## src/common/control_mode_pkg.sv

```systemverilog
// constants, register layout and carrier types for the control mode selector
// assumes four-level strap pins arrive as 2-bit level codes from comparators
package control_mode_pkg;
   // ----------------------------------------------------------------------
   // serial word layout
   // ----------------------------------------------------------------------
   localparam int          WORD_BITS      = 16;
   localparam int          ADDR_BITS      = 5;
   localparam int          DATA_BITS      = 11;
   localparam int          REG_COUNT      = 32;
   localparam logic [4:0]  BIT_CNT_LAST   = 5'h0f;
   localparam logic [4:0]  BIT_CNT_ZERO   = 5'h00;
   localparam logic [4:0]  SOFT_RST_ADDR  = 5'h00;
   localparam int          SOFT_RST_BIT   = 4;
   localparam logic [10:0] REG_DEFAULT    = 11'h000;
   // serial mode configuration register and its fields
   localparam logic [4:0]  CFG_ADDR       = 5'h01;
   localparam int          CFG_SBIN_BIT   = 0;
   localparam int          CFG_CMOS_BIT   = 1;
   localparam int          CFG_EXTREF_BIT = 2;
   localparam int          CFG_GAIN_BIT   = 3;
   localparam int          CFG_STBY_BIT   = 4;
   localparam int          CFG_BUFOFF_BIT = 5;
   localparam int          CFG_GPD_BIT    = 6;
   // ----------------------------------------------------------------------
   // strap level codes: 0, 3/8, 5/8, full supply
   // ----------------------------------------------------------------------
   localparam logic [1:0]  LVL_GND        = 2'h0;
   localparam logic [1:0]  LVL_3_8        = 2'h1;
   localparam logic [1:0]  LVL_5_8        = 2'h2;
   localparam logic [1:0]  LVL_FULL       = 2'h3;
   localparam int          LVL_HI_BIT     = 1;
   // ----------------------------------------------------------------------
   // apb map
   // ----------------------------------------------------------------------
   localparam logic [7:0]  APB_STATUS     = 8'h00;
   localparam logic [7:0]  APB_RD_INDEX   = 8'h04;
   localparam logic [7:0]  APB_RD_DATA    = 8'h08;
   localparam logic [31:0] ZERO_WORD      = 32'h0000_0000;
   localparam int          SYNC_BITS      = 7;
   // ----------------------------------------------------------------------
   // carrier types
   // ----------------------------------------------------------------------
   typedef struct packed {
      logic global_power_down;
      logic buffers_off;
      logic standby;
      logic coarse_gain;
      logic external_reference;
      logic cmos_interface;
      logic straight_binary;
   } cfg_type;
   typedef struct packed {
      logic       reset_pin;
      logic [1:0] select_lvl;
      logic [1:0] clock_lvl;
      logic       data_pin;
      logic       power_down;
   } pins_type;
endpackage

```

## src/design/control_mode_select.sv

```systemverilog
// control mode selector: reset pin level picks serial or parallel control
// assumes strap comparators upstream and an apb master on clk_sys
`timescale 1ns/10ps
`default_nettype none
module control_mode_select
   import control_mode_pkg::*;
(
   // clock and reset
   input  wire logic        clk_sys,
   input  wire logic        rst_n,
   // shared device pins
   input  wire logic        reset_pin,
   input  wire logic [1:0]  serial_select_pin,
   input  wire logic [1:0]  serial_clock_pin,
   input  wire logic        serial_data_pin,
   input  wire logic        power_down_pin,
   // apb slave
   input  wire logic        psel,
   input  wire logic        penable,
   input  wire logic        pwrite,
   input  wire logic [7:0]  paddr,
   input  wire logic [31:0] pwdata,
   output logic      [31:0] prdata,
   output logic             pready,
   output logic             pslverr,
   // applied configuration
   output cfg_type          cfg_out,
   output logic             serial_mode
);
   // ----------------------------------------------------------------------
   // pin synchronisers
   // ----------------------------------------------------------------------
   pins_type              pins_raw;
   logic [SYNC_BITS-1:0]  sync1_r;
   logic [SYNC_BITS-1:0]  sync2_r;
   pins_type              pins_s;
   assign pins_raw = '{reset_pin, serial_select_pin, serial_clock_pin,
                       serial_data_pin, power_down_pin};
   assign pins_s   = pins_type'(sync2_r);
   genvar gi;
   generate
      for (gi = 0; gi < SYNC_BITS; gi++) begin : g_sync
         always_ff @(posedge clk_sys or negedge rst_n) begin
            if (!rst_n) begin
               sync1_r[gi] <= 1'b0;
               sync2_r[gi] <= 1'b0;
            end else begin
               sync1_r[gi] <= pins_raw[gi];
               sync2_r[gi] <= sync1_r[gi];
            end
         end
      end
   endgenerate
   // ----------------------------------------------------------------------
   // serial shifter
   // ----------------------------------------------------------------------
   logic                   sclk_d_r;
   logic [4:0]             bit_cnt_r;
   logic [4:0]             bit_cnt_nxt;
   logic [WORD_BITS-1:0]   shift_r;
   logic [WORD_BITS-1:0]   shift_nxt;
   logic [DATA_BITS-1:0]   regs_r [REG_COUNT];
   logic                   soft_rst_r;
   logic                   sen_low;
   logic                   sclk_fall;
   logic                   word_done;
   logic                   hw_defaults;
   logic [ADDR_BITS-1:0]   word_addr;
   logic [DATA_BITS-1:0]   word_data;
   logic                   serial_now;
   assign serial_now  = ~pins_s.reset_pin;
   assign sen_low     = serial_now & ~pins_s.select_lvl[LVL_HI_BIT];
   assign sclk_fall   = sclk_d_r & ~pins_s.clock_lvl[LVL_HI_BIT];
   assign shift_nxt   = {shift_r[WORD_BITS-2:0], pins_s.data_pin};
   assign word_done   = sen_low & sclk_fall & (bit_cnt_r == BIT_CNT_LAST);
   // counter restarts when select rises, so a partial word is dropped
   assign bit_cnt_nxt = !sen_low ? BIT_CNT_ZERO :
                        !sclk_fall ? bit_cnt_r :
                        word_done ? BIT_CNT_ZERO : bit_cnt_r + 5'h01;
   assign word_addr   = shift_nxt[WORD_BITS-1 -: ADDR_BITS];
   assign word_data   = shift_nxt[DATA_BITS-1:0];
   // reset pin high also covers parallel mode, holding defaults throughout
   assign hw_defaults = pins_s.reset_pin;
   always_ff @(posedge clk_sys or negedge rst_n) begin
      if (!rst_n) begin
         sclk_d_r  <= 1'b0;
         bit_cnt_r <= BIT_CNT_ZERO;
         shift_r   <= '0;
      end else begin
         sclk_d_r  <= pins_s.clock_lvl[LVL_HI_BIT];
         bit_cnt_r <= bit_cnt_nxt;
         if (sen_low && sclk_fall) begin
            shift_r <= shift_nxt;
         end
      end
   end
   // ----------------------------------------------------------------------
   // register array
   // ----------------------------------------------------------------------
   always_ff @(posedge clk_sys or negedge rst_n) begin
      if (!rst_n) begin
         soft_rst_r <= 1'b0;
         for (int i = 0; i < REG_COUNT; i++) begin
            regs_r[i] <= REG_DEFAULT;
         end
      end else if (hw_defaults || soft_rst_r) begin
         // defaults are all zero, so the soft bit clears itself here
         soft_rst_r <= 1'b0;
         for (int i = 0; i < REG_COUNT; i++) begin
            regs_r[i] <= REG_DEFAULT;
         end
      end else if (word_done) begin
         regs_r[word_addr] <= word_data;
         soft_rst_r <= (word_addr == SOFT_RST_ADDR) & word_data[SOFT_RST_BIT];
      end
   end
   // ----------------------------------------------------------------------
   // configuration select
   // ----------------------------------------------------------------------
   cfg_type              par_cfg;
   cfg_type              ser_cfg;
   logic [DATA_BITS-1:0] cfg_word;
   assign cfg_word = regs_r[CFG_ADDR];
   // select strap: coding and interface
   assign par_cfg.straight_binary    = (pins_s.select_lvl == LVL_3_8) |
                                       (pins_s.select_lvl == LVL_5_8);
   assign par_cfg.cmos_interface     = (pins_s.select_lvl == LVL_5_8) |
                                       (pins_s.select_lvl == LVL_FULL);
   // clock strap: reference and coarse gain
   assign par_cfg.external_reference = (pins_s.clock_lvl == LVL_3_8) |
                                       (pins_s.clock_lvl == LVL_5_8);
   assign par_cfg.coarse_gain        = (pins_s.clock_lvl == LVL_5_8) |
                                       (pins_s.clock_lvl == LVL_FULL);
   // data and power-down straps
   assign par_cfg.standby            = ~pins_s.data_pin & pins_s.power_down;
   assign par_cfg.buffers_off        = pins_s.data_pin & ~pins_s.power_down;
   assign par_cfg.global_power_down  = pins_s.data_pin & pins_s.power_down;
   assign ser_cfg.straight_binary    = cfg_word[CFG_SBIN_BIT];
   assign ser_cfg.cmos_interface     = cfg_word[CFG_CMOS_BIT];
   assign ser_cfg.external_reference = cfg_word[CFG_EXTREF_BIT];
   assign ser_cfg.coarse_gain        = cfg_word[CFG_GAIN_BIT];
   assign ser_cfg.standby            = cfg_word[CFG_STBY_BIT];
   assign ser_cfg.buffers_off        = cfg_word[CFG_BUFOFF_BIT];
   assign ser_cfg.global_power_down  = cfg_word[CFG_GPD_BIT];
   // straps act from the first synced sample, no reset pulse needed
   always_ff @(posedge clk_sys or negedge rst_n) begin
      if (!rst_n) begin
         cfg_out     <= '0;
         serial_mode <= 1'b0;
      end else begin
         cfg_out     <= serial_now ? ser_cfg : par_cfg;
         serial_mode <= serial_now;
      end
   end
   // ----------------------------------------------------------------------
   // apb slave
   // ----------------------------------------------------------------------
   logic [ADDR_BITS-1:0] rd_index_r;
   logic                 apb_go;
   logic                 apb_done;
   logic                 hit_status;
   logic                 hit_index;
   logic                 hit_data;
   logic                 unmapped;
   logic [31:0]          rd_mux;
   assign apb_go     = psel & penable & ~pready;
   // writes land only at the completing edge, when the master sees pready
   assign apb_done   = psel & penable & pready;
   assign hit_status = (paddr == APB_STATUS);
   assign hit_index  = (paddr == APB_RD_INDEX);
   assign hit_data   = (paddr == APB_RD_DATA);
   // status and data words are read only; writing them is an error
   assign unmapped   = ~(hit_index | (~pwrite & (hit_status | hit_data)));
   assign rd_mux     = hit_status ? {23'h00_0000, soft_rst_r, serial_mode, cfg_out} :
                       hit_index  ? {27'h000_0000, rd_index_r} :
                       hit_data   ? {21'h00_0000, regs_r[rd_index_r]} : ZERO_WORD;
   always_ff @(posedge clk_sys or negedge rst_n) begin
      if (!rst_n) begin
         pready     <= 1'b0;
         pslverr    <= 1'b0;
         prdata     <= ZERO_WORD;
         rd_index_r <= '0;
      end else begin
         pready  <= apb_go;
         pslverr <= apb_go & unmapped;
         prdata  <= (apb_go && !pwrite && !unmapped) ? rd_mux : ZERO_WORD;
         if (apb_done && pwrite && hit_index) begin
            rd_index_r <= pwdata[ADDR_BITS-1:0];
         end
      end
   end
endmodule
`default_nettype wire

```

## config.mk

```make
export PLATFORM = sky130hd
export DESIGN_NAME = control_mode_select
export DESIGN_NICKNAME = d
export VERILOG_FILES = /design/src/common/control_mode_pkg.sv /design/src/design/control_mode_select.sv
export SDC_FILE = /design/constraint.sdc
export NUM_CORES = 1
export LEC_CHECK = 0
export ABC_AREA = 1
export BUFFER_PORTS_ARGS = -buffer_cell sky130_fd_sc_hd__buf_4
export CORE_AREA = 2 2 179 181
export DETAILED_ROUTE_END_ITERATION = 8
export DIE_AREA = 0 0 181 183
export PLACE_DENSITY = 0.79
export SYNTH_ARGS = -nofsm -noshare
export SYNTH_HDL_FRONTEND = slang
export SYNTH_SLANG_ARGS = --single-unit
```

## constraint.sdc

```tcl
create_clock -name clk_sys -period 2.21 [get_ports clk_sys]
set_input_delay 0.1105 -clock clk_sys [delete_from_list [all_inputs] [get_ports clk_sys]]
set_output_delay 0.1105 -clock clk_sys [all_outputs]
set_load 0.03 [all_outputs]
```

### Yosys cells after proc, flatten, opt, wreduce, memory -nomap -nowiden

Index checks and enable logic that the tools add are counted.

| storage, ports and cells | value |
|---|---|
| register bits | 435 |
| input bits | 52 |
| output and inout port bits | 42 |
| word-level logic and storage cells | 134 |

| cells by class | value |
|---|---|
| $add $sub $neg | 1 |
| order comparisons | 3 |
| eq/ne operators | 10 |
| mux-type cells | 18 |
| bitwise operators | 29 |
| reductions and logical operators | 11 |

Operators with widths:

| cell | number |
|---|---|
| 2-to-1 mux 352 bit | 2 |
| bitwise mux 352 bit | 1 |
| 2-to-1 mux 11 bit | 7 |
| binary-select mux 11 bit (select 5 bit) | 1 |
| demux 11 bit (select 5 bit) | 1 |
| 2-to-1 mux 5 bit | 3 |
| bitwise AND 1 bit | 13 |
| >= comparator 6 bit (second input constant) | 2 |
| inverter 5 -> 6 bit | 2 |
| == test 2 bit (second input constant) | 4 |
| == test 8 x 3 -> 1 bit (second input constant) | 1 |
| == test 8 x 4 -> 1 bit (second input constant) | 1 |
| zero test 8 bit | 1 |
| inverter 1 bit | 8 |
| 2-to-1 mux 7 bit | 1 |
| logical AND 1 bit | 6 |
| less-than comparator 6 x 1 -> 1 bit (second input constant) | 1 |
| OR 1 bit | 6 |
| adder 5 x 1 -> 5 bit (second input constant) | 1 |
| == test 5 x 4 -> 1 bit (second input constant) | 1 |
| zero test 5 bit | 1 |
| == test 2 x 1 -> 1 bit (second input constant) | 2 |
| 2-to-1 mux 1 bit | 2 |
| inequality test 2 x 1 -> 1 bit (second input constant) | 1 |
| other kinds (3) | 3 |

### Logic depth before layout (Yosys ltp)

Gate-level depths: netlist of the first run.

| logic depth | value |
|---|---|
| depth in word-level cells | 8 |
| depth in mapped cells | 15 |
| gate-level depth less buffers | 12 |

### Worst setup path before layout of the first run

No wires, ideal clock.

| timing path | value |
|---|---|
| path kind | reg2reg |
| start point | register bit_cnt_r[0] |
| end point | register regs_r[350] in the netlist's numbering |
| library setup time | 0.133 ns |
| arrival time | 1.617 ns |
| setup slack | 0.460 ns |
| stages on the path, launching flop included | 10 |
| buffers on the path | 1 |
| period minus slack after synthesis | 1.750 ns |
| cells stage by stage | dfrtp_1 ha_1 nand2_1 nor2_1 nand2_1 nor3_1 nand3_1 clkbuf_1 nand3_1 o21ai_0 |

| between the ends | value |
|---|---|
| longest elaborated chain between the ends | 3 |

Ends and longest elaborated chain:

| what | RTL line | source |
|---|---|---|
| from (decl) | control_mode_select.sv:58 | `logic [4:0] bit_cnt_r;` |
| from (signal assigned) | control_mode_select.sv:91 | `bit_cnt_r <= bit_cnt_nxt;` |
| == test 5 x 4 -> 1 bit | control_mode_select.sv:75 | `assign word_done = sen_low & sclk_fall & (bit_cnt_r == BIT_CNT_LAST);` |
| bitwise AND 1 bit | control_mode_select.sv:75 |  |
| nonzero test 2 bit (no line) | n/a |  |
| to (signal, indexed assignment) | control_mode_select.sv:113 | `regs_r[word_addr] <= word_data;` |
| to (decl) | control_mode_select.sv:62 | `logic [DATA_BITS-1:0] regs_r [REG_COUNT];` |

Every way passes these cells.
A chain may end at the register's enable or synchronous reset.

### Worst setup path after layout of the first run

| timing path | value |
|---|---|
| start point | register sync2_r[6], in the netlist hw_defaults |
| end point | register regs_r[209] in the netlist's numbering |

| between the ends | value |
|---|---|
| longest elaborated chain between the ends | 5 |

Ends and longest elaborated chain:

| what | RTL line | source |
|---|---|---|
| from (decl) | control_mode_select.sv:35 | `logic [SYNC_BITS-1:0] sync2_r;` |
| from (signal, indexed assignment) | control_mode_select.sv:49 | `sync2_r[gi] <= sync1_r[gi];` |
| inverter 1 bit | control_mode_select.sv:71 | `assign serial_now = ~pins_s.reset_pin;` |
| bitwise AND 1 bit | control_mode_select.sv:72 | `assign sen_low = serial_now & ~pins_s.select_lvl[LVL_HI_BIT];` |
| bitwise AND 1 bit (2 in a row) | control_mode_select.sv:75 |  |
| nonzero test 2 bit (no line) | n/a |  |

Parallel ways exist; a longest one is shown, timed or not.

==> impl_metrics.json, run 1 <==
{
  "peakVddDrop_uv": 657,
  "grt_use_total_pct": 33.0,
  "stdcell_count": 2681,
  "holdPathStages": 5,
  "globalRouteMet3Util_pct": 5.98,
  "power_frac_comb_pct": 5.7,
  "yosys_warnings": 0,
  "grt_first_pass_wirelength_um": 87200,
  "worstMarginPinSlew_ns": 0.629,
  "max_freq_mhz": 479,
  "clk_pin_slew_ns": 0.07,
  "synth-edff-count": 0,
  "setup_tns_ns": 0,
  "worstSetupPathType": "reg2reg",
  "p_int_w": 0.0124,
  "period_share_pct": 94.5,
  "setup_viol_count_final": 0,
  "core_um2": 31200,
  "first_iter_violations": 2282,
  "skew_ns": 0.0270,
  "io_buffers": 45,
  "wl_per_cell_um": 20.2,
  "antenna_found_initial": 0,
  "antenna_left": 0,
  "start_util_pct": 61.0,
  "chipHeight_um": 183,
  "grt_max_degree": 77,
  "cp.arrival_ns": 2.50,
  "avgSynthCellArea_um2": 8.57,
  "drv_slew": 0,
  "vias_per_cell": 6.36,
  "pwr-share-clk_pct": 46.8,
  "root_buffer": "clkbuf_16",
  "design_area_um2": 21900,
  "dieWidth_um": 181,
  "h-tree-depth": 2,
  "switching_share_pct": 23.3,
  "syn2layout_area_growth_pct": 14.9,
  "row_count": 65,
  "hold_start": "pwrite",
  "cts_tree": "done",
  "synth_common_cells": "nand3_1, dfrtp_1, nand2_1, o21ai_0, inv_1",
  "async_flop_share_pct": 100,
  "yosysMostFrequentCell": "nand3_1",
  "max_slew_margin_pct": 57.6,
  "synth_top_area_cell": "dfrtp_1",
  "num-nets-final": 2302,
  "r2r_start": "hw_defaults$_DFF_PN0_",
  "power_frac_seq_pct": 47.5,
  "crit_path_end_kind": "flop",
  "ys.flop_type": "dfrtp_1",
  "clk_latency_ns": 0.56,
  "p_switching_w": 0.00379,
  "start_kind": "flop",
  "globalRouteOverflowTotal": 0,
  "drive_gt1_share_pct": 11.3,
  "synthDistinctLibCells": 32,
  "worstHoldEndpoint": "prdata[3]$_DFF_PN0_",
  "worstPathMaxFanout": 22,
  "gr-usage-met2_pct": 52.0,
  "syn_inst": 2221,
  "top_usage_layer": "met2",
  "drc_errors": 0,
  "grtUsageMet1_pct": 44.5,
  "p_leak_nw": 9.62,
  "place.detailed.hpwl_um": 32500,
  "worst_hold_path_type": "in2reg",
  "powerDensity_nw_per_um2": 742,
  "yosysSeqAreaShare_pct": 54.4,
  "gp_congestion": 0.910,
  "reg2reg_depth": 10,
  "wirelength_um": 54200,
  "r2r_slack_ns": 0.12,
  "dr.pass1.iters": 6,
  "first_global_vias": 16700,
  "cts_buffer_depth": 3,
  "final-hold-violation-count": 0,
  "dieArea_um2": 33100,
  "cts_inserted_buffers": 44,
  "synth.top_cells.by_area": "dfrtp_1, nand3_1, o21ai_0",
  "maxCapViolations": 0,
  "clkSinkCount": 414,
  "whs_ns": 0.0242,
  "netlist.area_leader.share_pct": 54.4,
  "ys_seq_elements": 414,
  "worstReg2RegEnd": "regs_r[209]$_DFFE_PN0P_",
  "required_ns": 2.62,
  "status": "finished, final reports clean",
  "io_pins": 94,
  "vias": 17000,
  "dp.cells": 2580,
  "period_minus_slack_ns": 2.09,
  "dpl-instance-area_um2": 20100,
  "synth_area_um2": 19000
}
## repair_timing
item                                   CTS  global route
setup endpoints to repair                5           119
hold buffers                            17             0
resized for setup                        1             9
setup buffers                            0             3
cloned                                   0             1
endpoints found under the hold margin  114             0
pin swaps                                0             2
## area by class of cell
cell class | instances | area (µm²)
sequential | 414 | 10400
clock buffer | 71 | 1380
antenna | 1 | 2.50
timing repair buffer | 172 | 1660
multi-input combinational | 1481 | 7330
inverter | 132 | 498
fill | 2378 | 9360
tap | 402 | 503
clock inverter | 8 | 129
## registers in the layout (all words and copies together) (netlist names)
register	count
pready	1
hw_defaults	1
regs_r	341
pslverr	1
cfg_out	7
cfg_word	11
bit_cnt_r	5
rd_index_r	5
sync1_r	7
prdata	11
shift_r	15
sclk_d_r	1
soft_rst_r	1
serial_mode	1
pins_s	6
## worst max-delay path: stages, from the launching register on
cell and delay [ns]:
dfrtp_1 0.43, nor2_2 0.19, nand2_2 0.17, inv_2 0.09
nand3_1 0.09, inv_2 0.08, buf_12 0.18, nand4_2 0.28
buf_4 0.28, nand3_1 0.06, o21ai_1 0.06
## placed cells by master, fill, tap and decap left out, types with 3 or more instances in the layout
cell type	n
clkbuf_16	47
a31oi_1	3
nand2_2	3
nand2_1	353
clkbuf_1	12
o21ai_0	337
ha_1	5
nand4_4	4
conb_1	21
buf_4	127
clkbuf_8	13
nand3_1	489
o22ai_1	99
buf_12	23
bufinv_16	3
nand4_1	9
o21ai_1	14
nand4_2	10
inv_2	5
nor2_1	17
nor3_2	7
a21oi_1	97
inv_1	125
dfrtp_1	412
nor3_1	3
clkinv_2	3
dlygate4sd3_1	17
## power groups by stage
stage / Clock, W / Combinational [W] / Sequential, W
2_1_floorplan: 0 / 0.000450 / 0.00785
4_1_cts: 0.00764 / 0.000905 / 0.00770
3_3_place_gp: 0 / 0.000853 / 0.00784
5_1_grt: 0.00798 / 0.000996 / 0.00771
6_report: 0.00760 / 0.000921 / 0.00771
3_5_place_dp: 0 / 0.000872 / 0.00784
## routing by layer
layer / routed length [µm] / up-vias / part of all wire (%)
met2: 24900 / 941 / 46
met5: 0 / - / 0
met1: 21700 / 8284 / 40
li1: - / 7646 / -
met3: 4910 / 174 / 9.1
met4: 2630 / 0 / 4.8
## logic make-up (layout without fill, tap and decap cells)
group	count (synthesis)	in the layout	share of synthesized area [%]
fa+ha+maj	5	5	0.329
xor+xnor	1	1	0.0460
flops	414	414	54.4
buf+inv	346	383	7.66
other cells	1	22	0.0197
compound gates	554	554	15.3
mux	1	1	0.0526
simple gates	899	899	22.2
## per-stage QoR
stage                     utilization [%]  total power (W)  setup WS, ns
final                                70.0           0.0162         0.122
after detailed placement             64.4          0.00871       0.00491
after global placement               64.4          0.00869        0.0726
after global routing                 70.0           0.0167      -0.00724
after CTS                            69.7           0.0163       0.00162
after floorplan                         -          0.00830         0.460
## worst max-delay path by stage
stage,start,end,slack [ns],cells after the start
after floorplan,bit_cnt_r[0]$_DFFE_PN0P_,regs_r[350]$_DFFE_PN0P_,0.46,9
after global placement,bit_cnt_r[0]$_DFFE_PN0P_,regs_r[231]$_DFFE_PN0P_,0.07,9
after detailed placement,bit_cnt_r[0]$_DFFE_PN0P_,regs_r[302]$_DFFE_PN0P_,0.005,9
after CTS,bit_cnt_r[0]$_DFFE_PN0P_,regs_r[231]$_DFFE_PN0P_,0.002,9
after global routing,bit_cnt_r[1]$_DFFE_PN0P_,regs_r[96]$_DFFE_PN0P_,-0.007,10
final,hw_defaults$_DFF_PN0_,regs_r[209]$_DFFE_PN0P_,0.12,10
No activity file was read; power rests on OpenSTA's default activity.
==> run 2, diff against run 1 <==
--- a/config.mk
+++ b/config.mk
@@ -7,10 +7,9 @@
 export LEC_CHECK = 0
 export ABC_AREA = 1
 export BUFFER_PORTS_ARGS = -buffer_cell sky130_fd_sc_hd__buf_4
-export CORE_AREA = 2 2 179 181
+export CORE_AREA = 2 2 237 239
 export DETAILED_ROUTE_END_ITERATION = 8
-export DIE_AREA = 0 0 181 183
-export PLACE_DENSITY = 0.79
+export DIE_AREA = 0 0 239 241
 export SYNTH_ARGS = -nofsm -noshare
 export SYNTH_HDL_FRONTEND = slang
 export SYNTH_SLANG_ARGS = --single-unit
==> constraint.sdc (replaced) <==
create_clock -name clk_sys -period 2.38 [get_ports clk_sys]
set_input_delay 0.119 -clock clk_sys [delete_from_list [all_inputs] [get_ports clk_sys]]
set_output_delay 0.119 -clock clk_sys [all_outputs]
set_load 0.03 [all_outputs]
==> run 2 against run 1 <==
  * Power fell by 7.9%
  * Sequential power is 7.3% lower
  * Fmax is 5.7% lower
  * Critical path type unchanged
  * Critical endpoint is now regs_r[101]$_DFFE_PN0P_
==> impl_metrics.json, run 2 (synthesis gave the netlist of run 1 again) <==
{
  "reg_top3": "regs_r x341, shift_r x15",
  "clkSinkCount": 414,
  "wl_per_cell_um": 18.7,
  "p_leak_nw": 9.52,
  "crit_buf_inv": 1,
  "clk_pin_slew_ns": 0.06,
  "first_global_vias": 15800,
  "maxCapViolations": 0,
  "cts_inserted_buffers": 46,
  "first_iter_violations": 1657,
  "gr-usage-met2_pct": 30.5,
  "final-hold-violation-count": 0,
  "worstMarginPinSlew_ns": 0.565,
  "fin_util_pct": 40.2,
  "n_fill_cell": 5423,
  "critPathMaxStageDelay_ns": 0.38,
  "drive_gt1_share_pct": 10.6,
  "vias_per_cell": 5.47,
  "clk_latency_ns": 0.58,
  "grt_max_degree": 93,
  "regMostFlops": "regs_r",
  "setup_viol_count_final": 0,
  "cpMostUsedCell": "nand2_1",
  "grt_first_pass_wirelength_um": 89300,
  "period_share_pct": 93.1,
  "gp_congestion": 0.837,
  "cts_tree": "done",
  "grt_use_total_pct": 19.5,
  "critPathTopFamily": "simple AND/OR/NAND/NOR gates",
  "num-nets-final": 2295,
  "worstSetupPathType": "reg2reg",
  "wirelength_um": 55800,
  "io_buffers": 45,
  "globalRouteMet3Util_pct": 3.50,
  "antenna_found_initial": 0,
  "dieArea_um2": 57600,
  "syn2layout_area_growth_pct": 15.9,
  "antenna_left": 0,
  "worstPathMaxFanout": 18,
  "place_ws_ns": -0.0380,
  "top_usage_layer": "met2",
  "rsz0062_at_grt": "true",
  "status": "finished, final reports clean",
  "start_util_pct": 34.7,
  "globalRouteOverflowTotal": 0,
  "powerDensity_nw_per_um2": 678,
  "cts_buffer_depth": 3,
  "required_ns": 2.81,
  "io_pins": 94,
  "max_slew_margin_pct": 62.2,
  "slowest_stage": "dfrtp_1",
  "dieWidth_um": 239,
  "root_buffer": "clkbuf_16",
  "final_common_cell": "nand3_1",
  "r2r_slack_ns": 0.16,
  "crit_chain": "ha_1 -> nand2_1 -> nor2_1 -> nand3_1 -> clkinv_4 -> nand4_2 -> nand2_1 -> o22ai_1",
  "chipHeight_um": 241,
  "peakVddDrop_uv": 422,
  "max_freq_mhz": 451,
  "grtUsageMet1_pct": 27.6,
  "h-tree-depth": 2,
  "row_count": 86,
  "num_antenna_cells": 0,
  "crit_path_end_kind": "flop",
  "place.detailed.hpwl_um": 34300,
  "core_um2": 54900,
  "start_kind": "flop",
  "drv_slew": 0,
  "drc_errors": 0,
  "dr.pass1.iters": 6,
  "skew_ns": 0.0137,
  "worst_hold_path_type": "in2async",
  "cp.arrival_ns": 2.65,
  "vias": 16300,
  "mostFrequentLayoutCells": "nand3_1, dfrtp_1, nand2_1, o21ai_0",
  "period_minus_slack_ns": 2.22,
  "fin_ws_ns": 0.165,
  "largest_register_ffs": 341
}
run 2: cell types whose count changed in the layout (fill, tap and decap cells not counted), moves of 2 or more:
cell,change
clkbuf_1,+9
buf_12,-4
bufinv_16,-3
clkinv_2,-3
buf_4,-2
buf_6,-2
clkbuf_16,+2
clkbuf_8,-2
nand2_1,+2
nand2_2,-2
run 2: area by class of cell:
type                            count  area [µm²]  share of cell area [%]
Tap cell                          704         881                    3.99
Inverter                          132         503                    2.28
Clock buffer                       81        1460                    6.60
Clock inverter                      1        7.51                  0.0340
Multi-Input combinational cell   1481        7330                    33.2
Sequential cell                   414       10400                    47.0
Timing Repair Buffer              163        1510                    6.86
run 2: path summary, 6_finish.rpt:
path / depth (start not counted) / to / from
max reg2reg: 8 / regs_r[101]$_DFFE_PN0P_ / bit_cnt_r[0]$_DFFE_PN0P_
min in group clk_sys: 5 / prdata[0]$_DFF_PN0_ / paddr[2]
max: 8 / regs_r[101]$_DFFE_PN0P_ / bit_cnt_r[0]$_DFFE_PN0P_
min reg2reg: 0 / pins_s[2]$_DFF_PN0_ / sync1_r[2]$_DFF_PN0_
max in group asynchronous: 3 / regs_r[158]$_DFFE_PN0P_ / rst_n
min: 2 / regs_r[191]$_DFFE_PN0P_ / rst_n
run 2: power by group:
part           switching, W  total (W)  internal (W)
logic              0.000673   0.000860      0.000187
clock network       0.00283    0.00694       0.00411
registers         0.0000546    0.00715       0.00710
total               0.00356     0.0150        0.0114
run 2: routing by layer:
metal / routed length, µm / up-vias
met5: 0 / -
met4: 1540 / 0
met3: 3690 / 77
met2: 25500 / 581
met1: 25100 / 7977
li1: - / 7638
run 2: metrics by stage:
step	hold WS (ns)	power, W	instances	cell area (µm²)	setup TNS, ns
6_report	0.0910	0.0150	2976	22100	0
3_3_place_gp	0.110	0.00810	2875	20400	0
5_1_grt	0.130	0.0155	2976	22100	-0.236
2_1_floorplan	-0.177	0.00771	2241	19100	0
4_1_cts	0.0596	0.0151	2975	22000	0
3_5_place_dp	0.125	0.00811	2875	20400	-0.157
run 2: worst register-to-register path, cell delays in order (launching register included):
cell,delay (ns)
dfrtp_1,0.38
ha_1,0.18
nand2_1,0.08
nor2_1,0.19
nand3_1,0.22
clkinv_4,0.20
nand4_2,0.38
nand2_1,0.33
o22ai_1,0.10
run 2: repair_timing:
item,in CTS,in global routing
gates resized for setup,1,6
hold buffers,18,0
setup endpoints to repair,5,111
setup buffers,0,1
hold endpoints to repair,182,0
